<file path="config.mk">
export PLATFORM = sky130hd
export DESIGN_NAME = ocp_top
export DESIGN_NICKNAME = d
export VERILOG_FILES = /design/src/inc/ocp_pkg.sv /design/src/hw/ocp_top.sv /design/src/hw/ocp_sync2.sv /design/src/hw/ocp_timebase.sv
export VERILOG_INCLUDE_DIRS = /design/src /design/src/inc
export SDC_FILE = /design/constraint.sdc
export NUM_CORES = 1
export LEC_CHECK = 0
export ABC_AREA = 1
export CORE_MARGIN = 1
export CORE_UTILIZATION = 60
export CTS_CLUSTER_SIZE = 25
export DETAILED_ROUTE_END_ITERATION = 12
export DONT_BUFFER_PORTS = 1
export PLACE_DENSITY = 0.76
export SLEW_MARGIN = 25
export SYNTH_ARGS = -nofsm -noshare
export SYNTH_HDL_FRONTEND = slang
export SYNTH_HIERARCHICAL = 1
export SYNTH_SLANG_ARGS = --single-unit
</file>
<file path="constraint.sdc">
create_clock -name mclk -period 3.14 [get_ports mclk]
set_input_delay 0.157 -clock mclk [delete_from_list [all_inputs] [get_ports mclk]]
set_output_delay 0.157 -clock mclk [all_outputs]
set_load 0.01 [all_outputs]
</file>
<file path="src/inc/ocp_cfg.svh">
`ifndef OCP_CFG_SVH
`define OCP_CFG_SVH

// Register byte offsets on the AXI4-Lite slave
`define OCP_ADDR_W 8
`define OCP_OFF_CTRL 8'h00
`define OCP_OFF_PRI 8'h04
`define OCP_OFF_SEC 8'h08
`define OCP_OFF_PRD1 8'h0C
`define OCP_OFF_PRD2 8'h10
`define OCP_OFF_TRUN 8'h14
`define OCP_OFF_ISTS 8'h18
`define OCP_OFF_IMSK 8'h1C
`define OCP_OFF_CNT 8'h20

// Control register field positions
`define OCP_BIT_IDLE 13
`define OCP_BIT_FLT 4
`define OCP_BIT_TSEL 3
`define OCP_MODE_HI 2

// Timer run bits and interrupt status bits
`define OCP_BIT_RUN1 0
`define OCP_BIT_RUN2 1
`define OCP_IRQ_EVT 0
`define OCP_IRQ_FLT 1

// Reset values
`define OCP_RST_REG 16'h0000
`define OCP_RST_IRQ 2'h0

// Bus responses
`define OCP_RESP_OKAY 2'h0
`define OCP_RESP_SLVERR 2'h2

// Channels served by the shared fault pin
`define OCP_FAULT_CHANS 2

`endif

</file>
<file path="src/inc/ocp_pkg.sv">
`default_nettype none

package ocp_pkg;

  // Compare mode field encodings
  typedef enum logic [2:0] {
    OCP_MODE_OFF = 3'h0,
    OCP_MODE_SET = 3'h1,
    OCP_MODE_CLR = 3'h2,
    OCP_MODE_TGL = 3'h3,
    OCP_MODE_ONE = 3'h4,
    OCP_MODE_CONT = 3'h5,
    OCP_MODE_PWM = 3'h6,
    OCP_MODE_PWMF = 3'h7
  } ocp_mode_t;

endpackage

`default_nettype wire

</file>
<file path="src/hw/ocp_top.sv">
`timescale 1ns/1ps
`default_nettype none
`include "ocp_cfg.svh"

// Overview of operation
// - Idle-halt bit freezes channel during CPU idle
// - Fault status set by hardware, cleared by a control register write unless a fault is live in that cycle
// - Timebase select picks second or first timer
// - Mode 111 runs PWM and watches fault
// - Mode 110 runs PWM, fault ignored
// - Mode 101 starts low, continuous pulses
// - Mode 100 starts low, exactly one pulse
// - Mode 011 toggles pin on each match
// - Mode 010 starts high, match forces low
// - Mode 001 starts low, match forces high
// - Mode 000 disables compare activity
// - Shared fault pin serves channels one, two
// - Channel replicable, index one through eight
// - Duty copied from secondary at period match
// - Duty zero low, above period high
// - Period N gives N plus one counts
// - Primary match rises, secondary falls, sets flag
module ocp_top #(
  parameter int unsigned CHAN_ID = 1
) (
  input wire logic mclk,
  input wire logic arst_n,
  input wire logic [7:0] s_axi_awaddr,
  input wire logic s_axi_awvalid,
  output var logic s_axi_awready,
  input wire logic [31:0] s_axi_wdata,
  input wire logic [3:0] s_axi_wstrb,
  input wire logic s_axi_wvalid,
  output var logic s_axi_wready,
  output var logic [1:0] s_axi_bresp,
  output var logic s_axi_bvalid,
  input wire logic s_axi_bready,
  input wire logic [7:0] s_axi_araddr,
  input wire logic s_axi_arvalid,
  output var logic s_axi_arready,
  output var logic [31:0] s_axi_rdata,
  output var logic [1:0] s_axi_rresp,
  output var logic s_axi_rvalid,
  input wire logic s_axi_rready,
  input wire logic cpu_idle,
  input wire logic fault_input_a,
  output var logic compare_output_pin,
  output var logic irq
);

  // Control fields
  logic idle_halt_select;
  logic pwm_fault_status;
  logic timebase_select;
  ocp_pkg::ocp_mode_t compare_mode_field;
  // Compare values; primary doubles as duty in PWM
  logic [15:0] primary_compare_value;
  logic [15:0] secondary_compare_value;
  // Timebase periods and run enables
  logic [15:0] first_period;
  logic [15:0] second_period;
  logic run_first;
  logic run_second;
  // Interrupt status and mask
  logic [1:0] irq_status;
  logic [1:0] irq_mask;
  // One-shot still allowed to fire
  logic armed;
  // Captured write address, data and strobes
  logic [7:0] wa;
  logic [31:0] wd;
  logic [3:0] ws;
  logic aw_full;
  logic w_full;
  // Timebase outputs
  logic [15:0] cnt1;
  logic [15:0] cnt2;
  logic wrap1;
  logic wrap2;
  // Synchronised fault level
  logic fault_s;
  // Next-state values from the channel logic
  logic next_pin;
  logic next_armed;
  logic evt;

  // Fault pin is asynchronous, so it is synchronised first
  ocp_sync2 u_flt_sync (
    .mclk(mclk),
    .arst_n(arst_n),
    .d(fault_input_a),
    .q(fault_s)
  );

  // Two identical timebases
  ocp_timebase u_tb1 (
    .mclk(mclk),
    .arst_n(arst_n),
    .run(run_first),
    .period(first_period),
    .count(cnt1),
    .wrap(wrap1)
  );

  ocp_timebase u_tb2 (
    .mclk(mclk),
    .arst_n(arst_n),
    .run(run_second),
    .period(second_period),
    .count(cnt2),
    .wrap(wrap2)
  );

  // Write decode; commit once both address and data are held
  wire wr_go = aw_full && w_full && !s_axi_bvalid;
  wire hit_ctrl = wa == `OCP_OFF_CTRL;
  wire hit_pri = wa == `OCP_OFF_PRI;
  wire hit_sec = wa == `OCP_OFF_SEC;
  wire hit_prd1 = wa == `OCP_OFF_PRD1;
  wire hit_prd2 = wa == `OCP_OFF_PRD2;
  wire hit_trun = wa == `OCP_OFF_TRUN;
  wire hit_ists = wa == `OCP_OFF_ISTS;
  wire hit_imsk = wa == `OCP_OFF_IMSK;
  wire hit_cnt = wa == `OCP_OFF_CNT;
  wire wr_known = hit_ctrl | hit_pri | hit_sec | hit_prd1 | hit_prd2 | hit_trun | hit_ists
    | hit_imsk | hit_cnt;
  wire [15:0] wmask = {{8{ws[1]}}, {8{ws[0]}}};
  wire ctl_wr = wr_go && hit_ctrl;

  // Byte-lane merge of the held write data into a 16-bit register
  function automatic logic [15:0] merge(input logic [15:0] old);
    return (old & ~wmask) | (wd[15:0] & wmask);
  endfunction

  // Control register image; reserved bits read zero
  wire [15:0] ctrl_rd = {2'h0, idle_halt_select, 8'h00, pwm_fault_status, timebase_select,
    compare_mode_field};
  wire [15:0] ctrl_new = merge(ctrl_rd);
  wire [2:0] new_mode = ctrl_new[`OCP_MODE_HI:0];

  // Read decode on the offered address
  wire [7:0] ra = s_axi_araddr;
  wire rd_known = ra == `OCP_OFF_CTRL || ra == `OCP_OFF_PRI || ra == `OCP_OFF_SEC
    || ra == `OCP_OFF_PRD1 || ra == `OCP_OFF_PRD2 || ra == `OCP_OFF_TRUN
    || ra == `OCP_OFF_ISTS || ra == `OCP_OFF_IMSK || ra == `OCP_OFF_CNT;
  wire [31:0] rd_val =
    ra == `OCP_OFF_CTRL ? {16'h0000, ctrl_rd} :
    ra == `OCP_OFF_PRI ? {16'h0000, primary_compare_value} :
    ra == `OCP_OFF_SEC ? {16'h0000, secondary_compare_value} :
    ra == `OCP_OFF_PRD1 ? {16'h0000, first_period} :
    ra == `OCP_OFF_PRD2 ? {16'h0000, second_period} :
    ra == `OCP_OFF_TRUN ? {30'h00000000, run_second, run_first} :
    ra == `OCP_OFF_ISTS ? {30'h00000000, irq_status} :
    ra == `OCP_OFF_IMSK ? {30'h00000000, irq_mask} :
    ra == `OCP_OFF_CNT ? {cnt2, cnt1} : 32'h00000000;

  wire sel_run = timebase_select ? run_second : run_first;
  wire [15:0] sel_cnt = timebase_select ? cnt2 : cnt1;
  wire sel_wrap = timebase_select ? wrap2 : wrap1;
  wire halt = idle_halt_select && cpu_idle;
  // Channel acts only while the selected timer runs and no idle halt is in force
  wire act = sel_run && !halt;
  wire match_p = act && (sel_cnt == primary_compare_value);
  wire match_s = act && (sel_cnt == secondary_compare_value);
  wire is_pwmf = compare_mode_field == ocp_pkg::OCP_MODE_PWMF;
  wire is_pwm = is_pwmf || compare_mode_field == ocp_pkg::OCP_MODE_PWM;
  wire fault_ok = CHAN_ID <= `OCP_FAULT_CHANS;
  wire fault_live = fault_ok && is_pwmf && fault_s && !halt;
  // duty level for the present count
  wire pwm_level = sel_cnt < primary_compare_value;

  // Channel output behaviour per mode
  always_comb begin
    next_pin = compare_output_pin;
    next_armed = armed;
    evt = 1'b0;
    if (ctl_wr) begin
      next_pin = new_mode == ocp_pkg::OCP_MODE_CLR;
      next_armed = 1'b1;
    end else if (fault_live || (is_pwmf && pwm_fault_status)) begin
      next_pin = 1'b0;
    end else if (act) begin
      unique case (compare_mode_field)
        ocp_pkg::OCP_MODE_OFF: begin
          next_pin = 1'b0;
        end
        ocp_pkg::OCP_MODE_SET: begin
          if (match_p) begin
            next_pin = 1'b1;
            evt = 1'b1;
          end
        end
        ocp_pkg::OCP_MODE_CLR: begin
          if (match_p) begin
            next_pin = 1'b0;
            evt = 1'b1;
          end
        end
        ocp_pkg::OCP_MODE_TGL: begin
          if (match_p) begin
            next_pin = ~compare_output_pin;
            evt = 1'b1;
          end
        end
        ocp_pkg::OCP_MODE_ONE: begin
          if (match_s && compare_output_pin) begin
            next_pin = 1'b0;
            next_armed = 1'b0;
            evt = 1'b1;
          end else if (match_p && armed) begin
            next_pin = 1'b1;
          end
        end
        ocp_pkg::OCP_MODE_CONT: begin
          if (match_s && compare_output_pin) begin
            next_pin = 1'b0;
            evt = 1'b1;
          end else if (match_p) begin
            next_pin = 1'b1;
          end
        end
        default: begin
          next_pin = pwm_level;
        end
      endcase
    end
  end

  // Write address and data channels; each is taken independently
  always_ff @(posedge mclk or negedge arst_n) begin
    if (!arst_n) begin
      s_axi_awready <= 1'b1;
      s_axi_wready <= 1'b1;
      aw_full <= 1'b0;
      w_full <= 1'b0;
      wa <= 8'h00;
      wd <= 32'h00000000;
      ws <= 4'h0;
    end else begin
      if (s_axi_awvalid && s_axi_awready) begin
        wa <= s_axi_awaddr;
        aw_full <= 1'b1;
        s_axi_awready <= 1'b0;
      end
      if (s_axi_wvalid && s_axi_wready) begin
        wd <= s_axi_wdata;
        ws <= s_axi_wstrb;
        w_full <= 1'b1;
        s_axi_wready <= 1'b0;
      end
      if (wr_go) begin
        aw_full <= 1'b0;
        w_full <= 1'b0;
      end
      // Ready again only after the response is taken
      if (s_axi_bvalid && s_axi_bready) begin
        s_axi_awready <= 1'b1;
        s_axi_wready <= 1'b1;
      end
    end
  end

  // Write response; unmapped offsets answer SLVERR
  always_ff @(posedge mclk or negedge arst_n) begin
    if (!arst_n) begin
      s_axi_bvalid <= 1'b0;
      s_axi_bresp <= `OCP_RESP_OKAY;
    end else if (wr_go) begin
      s_axi_bvalid <= 1'b1;
      s_axi_bresp <= wr_known ? `OCP_RESP_OKAY : `OCP_RESP_SLVERR;
    end else if (s_axi_bready) begin
      s_axi_bvalid <= 1'b0;
    end
  end

  // Read channel; data sampled at the address handshake
  always_ff @(posedge mclk or negedge arst_n) begin
    if (!arst_n) begin
      s_axi_arready <= 1'b1;
      s_axi_rvalid <= 1'b0;
      s_axi_rdata <= 32'h00000000;
      s_axi_rresp <= `OCP_RESP_OKAY;
    end else if (s_axi_arvalid && s_axi_arready) begin
      s_axi_arready <= 1'b0;
      s_axi_rvalid <= 1'b1;
      s_axi_rdata <= rd_val;
      s_axi_rresp <= rd_known ? `OCP_RESP_OKAY : `OCP_RESP_SLVERR;
    end else if (s_axi_rvalid && s_axi_rready) begin
      s_axi_rvalid <= 1'b0;
      s_axi_arready <= 1'b1;
    end
  end

  // Software-written configuration
  always_ff @(posedge mclk or negedge arst_n) begin
    if (!arst_n) begin
      idle_halt_select <= 1'b0;
      timebase_select <= 1'b0;
      compare_mode_field <= ocp_pkg::OCP_MODE_OFF;
      secondary_compare_value <= `OCP_RST_REG;
      first_period <= `OCP_RST_REG;
      second_period <= `OCP_RST_REG;
      run_first <= 1'b0;
      run_second <= 1'b0;
      irq_mask <= `OCP_RST_IRQ;
    end else if (wr_go) begin
      if (hit_ctrl) begin
        idle_halt_select <= ctrl_new[`OCP_BIT_IDLE];
        timebase_select <= ctrl_new[`OCP_BIT_TSEL];
        compare_mode_field <= ocp_pkg::ocp_mode_t'(new_mode);
      end
      if (hit_sec) secondary_compare_value <= merge(secondary_compare_value);
      if (hit_prd1) first_period <= merge(first_period);
      if (hit_prd2) second_period <= merge(second_period);
      if (hit_trun && ws[0]) begin
        run_first <= wd[`OCP_BIT_RUN1];
        run_second <= wd[`OCP_BIT_RUN2];
      end
      if (hit_imsk && ws[0]) irq_mask <= wd[1:0];
    end
  end

  // Primary value; a read-only duty register in PWM modes
  always_ff @(posedge mclk or negedge arst_n) begin
    if (!arst_n) begin
      primary_compare_value <= `OCP_RST_REG;
    end else if (is_pwm && act && sel_wrap) begin
      primary_compare_value <= secondary_compare_value;
    end else if (wr_go && hit_pri && !is_pwm) begin
      primary_compare_value <= merge(primary_compare_value);
    end
  end

  // Pin, one-shot arm and fault status; fault set wins over mode rewrite
  always_ff @(posedge mclk or negedge arst_n) begin
    if (!arst_n) begin
      compare_output_pin <= 1'b0;
      armed <= 1'b0;
      pwm_fault_status <= 1'b0;
    end else begin
      compare_output_pin <= next_pin;
      armed <= next_armed;
      if (fault_live) pwm_fault_status <= 1'b1;
      else if (ctl_wr) pwm_fault_status <= 1'b0;
    end
  end

  // Sticky interrupt status, write one to clear, new event wins
  wire [1:0] sts_set = {fault_live && !pwm_fault_status, evt};
  wire [1:0] sts_clr = (wr_go && hit_ists && ws[0]) ? wd[1:0] : 2'h0;

  always_ff @(posedge mclk or negedge arst_n) begin
    if (!arst_n) begin
      irq_status <= `OCP_RST_IRQ;
      irq <= 1'b0;
    end else begin
      irq_status <= (irq_status & ~sts_clr) | sts_set;
      irq <= |(irq_status & irq_mask);
    end
  end
endmodule

`default_nettype wire

</file>
<file path="src/hw/ocp_sync2.sv">
`timescale 1ns/1ps
`default_nettype none

// Two-stage synchroniser for a level from outside the clock domain
module ocp_sync2 (
  input wire logic mclk,
  input wire logic arst_n,
  input wire logic d,
  output var logic q
);

  // First stage; read only by the second stage
  logic meta;

  // Shift the pin level through two flops to settle metastability
  always_ff @(posedge mclk or negedge arst_n) begin
    if (!arst_n) begin
      meta <= 1'b0;
      q <= 1'b0;
    end else begin
      meta <= d;
      q <= meta;
    end
  end

endmodule

`default_nettype wire

</file>
<file path="src/hw/ocp_timebase.sv">
`timescale 1ns/1ps
`default_nettype none

// 16-bit timebase counting mclk cycles up to its period value
module ocp_timebase (
  input wire logic mclk,
  input wire logic arst_n,
  input wire logic run,
  input wire logic [15:0] period,
  output var logic [15:0] count,
  output logic wrap
);

  // Period match while running; one cycle per period
  assign wrap = run && (count == period);

  always_ff @(posedge mclk or negedge arst_n) begin
    if (!arst_n) begin
      count <= 16'h0000;
    end else if (wrap) begin
      count <= 16'h0000;
    end else if (run) begin
      count <= count + 16'h0001;
    end
  end
endmodule

`default_nettype wire

</file>
==> flow_metrics.py <==
metrics = {
    "run_status": {
        "status": "complete, but fails checks",
        "violations": "hold timing",
    },
    "worst_setup_path": {
        "cp-end-kind": "flip-flop",
        "critPathArrivalTime_ns": 3.23,
        "cp.required_ns": 3.48,
        "cp-start-kind": "flip-flop",
        "worstSetupPathType": "flip-flop to flip-flop",
        "cp_max_fo": 18,
    },
    "routing": {
        "first_iter_violations": 1030,
        "viasPerCell": 5.68,
        "drc": 0,
        "vias": 10400,
        "firstDrtPassIters": 6,
        "avgRoutedWirePerCell_um": 17.5,
        "routed_wl_mm": 32.2,
        "ant_nets": 0,
    },
    "placed_design": {
        "port_buffers": 0,
        "dp_hpwl_mm": 23.8,
        "place.gp.congestion": 0.946,
    },
    "cells_and_area": {
        "diodes": 0,
        "finish.utilization_pct": 68.5,
        "final_common_cell": "nand2_1",
        "final_net_count": 1676,
        "final_cell_mix": "nand2_1 (579), inv_1 (229), dfrtp_1 (177), o21ai_0 (150), nor2_1 (107)",
        "area_growth_pct": 11.1,
        "drive_gt1_share_pct": 5.28,
    },
    "power_and_ir_drop": {
        "vdd_drop_max_v": 0.000496,
        "p_leak_nw": 6.37,
        "cellPowerDensity_nw_per_um2": 658,
        "fin_total_pwr_w": 0.00783,
    },
    "timing": {
        "setup_tns_ns": 0,
        "grt_setup_unrepaired": "no",
        "skew_ns": 0.0140,
        "period_minus_slack_ns": 2.89,
        "relSlewSlack_pct": 36.7,
        "slew_viol_final": 0,
        "tightest_slew_ns": 0.944,
        "hold_violations": 180,
        "post-route-period-util_pct": 91.9,
        "setup_viol": 0,
        "fmax_mhz": 347,
        "holdWs_ns": -0.600,
    },
    "global_route": {
        "grt_max_degree": 181,
        "grt_overflow": 0,
        "grt_pass1_vias": 9481,
        "grtUsageTotal_pct": 36.3,
        "antenna_found_initial": 0,
        "grt_pass1_wl_mm": 50.3,
    },
    "clocking": {
        "clockRootBuffer": "clkbuf_16",
        "cts_buffer_depth": 2,
        "cts_setup_buffers": 0,
        "h-tree-depth": 4,
        "ctsResizeCount": 0,
        "cts_hold_buf": 34,
        "numCtsBuffers": 17,
        "cts_tree": "done",
        "cts.clk_slew.worst_paths_ns": 0.08,
        "clock_sinks": 180,
        "clk_latency_ns": 0.45,
    },
    "yosys": {
        "yosysTopAreaCell": "dfrtp_1",
        "syn_inst": 1561,
        "synthTopCellsByArea": "dfrtp_1 (41%), nand2_1 (20%), inv_1 (8.0%), o21ai_0 (7.0%), nand3_1 (4.3%)",
        "yosys_register_bits": 180,
        "postSynthAreaPerCell_sq_um": 6.86,
        "yosys_warnings": 6,
        "syn-cell-area_sq_um": 10700,
        "yosysSeqAreaShare_pct": 42.1,
        "ys_types": 41,
        "synth.top_cell.area_share_pct": 41.4,
    },
    "floorplan": {
        "fp-row-count": 48,
        "dieWidth_um": 136,
        "dieArea_sq_um": 18400,
        "die_h_um": 136,
        "num_io_pins": 104,
        "coreArea_sq_um": 17400,
        "start_util_pct": 61.7,
    },
    "run": {
        "max_cap_violations": 0,
    },
    "min_path": {
        "hold_path_class": "input pin to async pin",
    },
}
[cell families after synthesis]
| logic type | Yosys count | share of synthesized area, % |
|---|---|---|
| AND/OR/NAND/NOR | 842 | 32.6 |
| AO/OA/AOI/OAI | 234 | 11.9 |
| flip-flops | 180 | 42.1 |
| buffers and inverters | 273 | 10.2 |
| adder cells (fa/ha/maj) | 18 | 2.10 |
| other | 1 | 0.0350 |
| XOR/XNOR | 13 | 1.06 |
[power breakdown]
part	leakage, nW	internal (W)	total, W	switching [W]
combinational	3.73	0.000718	0.00230	0.00158
clock	0.300	0.00115	0.00221	0.00106
sequential	2.34	0.00281	0.00332	0.000509
[cells in the mapped netlist (all sizes together)]
| cell | instances |
|---|---|
| nand3b | 3 |
| o41ai | 1 |
| a31oi | 4 |
| o31ai | 3 |
| clkinv | 5 |
| xor2 | 13 |
| dfrtp | 177 |
| o32ai | 1 |
| nor3 | 17 |
| o21ai | 155 |
| ha | 18 |
| nand3 | 98 |
| buf | 19 |
| dfstp | 3 |
| o2111ai | 5 |
| a211oi | 2 |
| nor4 | 2 |
| nand2 | 587 |
| nor2 | 117 |
| a22o | 2 |
| a21oi | 40 |
| o22ai | 5 |
| conb | 1 |
| and2 | 1 |
| clkbuf | 19 |
| a221oi | 1 |
| inv | 230 |
| o211ai | 15 |
| and3 | 1 |
| nand4 | 16 |
[per-stage QoR]
step / instance area (sq um) / setup slack (ns) / std cells
after floorplan: 10700 / 1.11 / 1562
after global placement: 10900 / 0.498 / 1769
after detailed placement: 10900 / 0.443 / 1769
after CTS: 11900 / 0.355 / 1835
after global routing: 11900 / 0.00133 / 1835
final: 11900 / 0.254 / 1835
[final timing paths]
kind	from	endpoint	slack [ns]	depth (start not counted)
max	u_tb2/count[0]	flip-flop	0.25	14
min	arst_n	wd[10]	-0.60	0
max reg2reg	u_tb2/count[0]	flip-flop	0.25	14
min reg2reg	u_flt_sync/meta	u_flt_sync/q	0.36	0
max in group asynchronous	arst_n	s_axi_wready	3.45	0
min in group mclk	cpu_idle	pwm_fault_status	0.12	5
[cell type report]
class,instances,area [sq um]
flip-flops and latches,180,4510
well taps,225,282
inverters,235,882
clock inverters,15,191
repair buffers,54,490
clock buffers,17,425
multi-input cells,1109,5110
fillers,1531,5470
[critical path, stage by stage (launching register included)]
cell	delay [ns]
dfrtp_1	0.53
inv_1	0.14
nand2_1	0.12
nand2_1	0.07
nor2_1	0.13
nand2_1	0.06
nor2_1	0.12
nand3_2	0.21
inv_1	0.11
nand2_1	0.07
a21oi_1	0.24
nand2_2	0.28
o21ai_2	0.33
o211ai_1	0.22
o21ai_0	0.14
[metal layers]
| layer | global-route usage (%) | share of wire (%) |
|---|---|---|
| met4 | 12.0 | 2.7 |
| met3 | 4.56 | 8.1 |
| met1 | 51.5 | 43 |
| met5 | 0 | 0 |
| met2 | 57.5 | 46 |
Note: power is estimated with default switching activity, not from simulation.
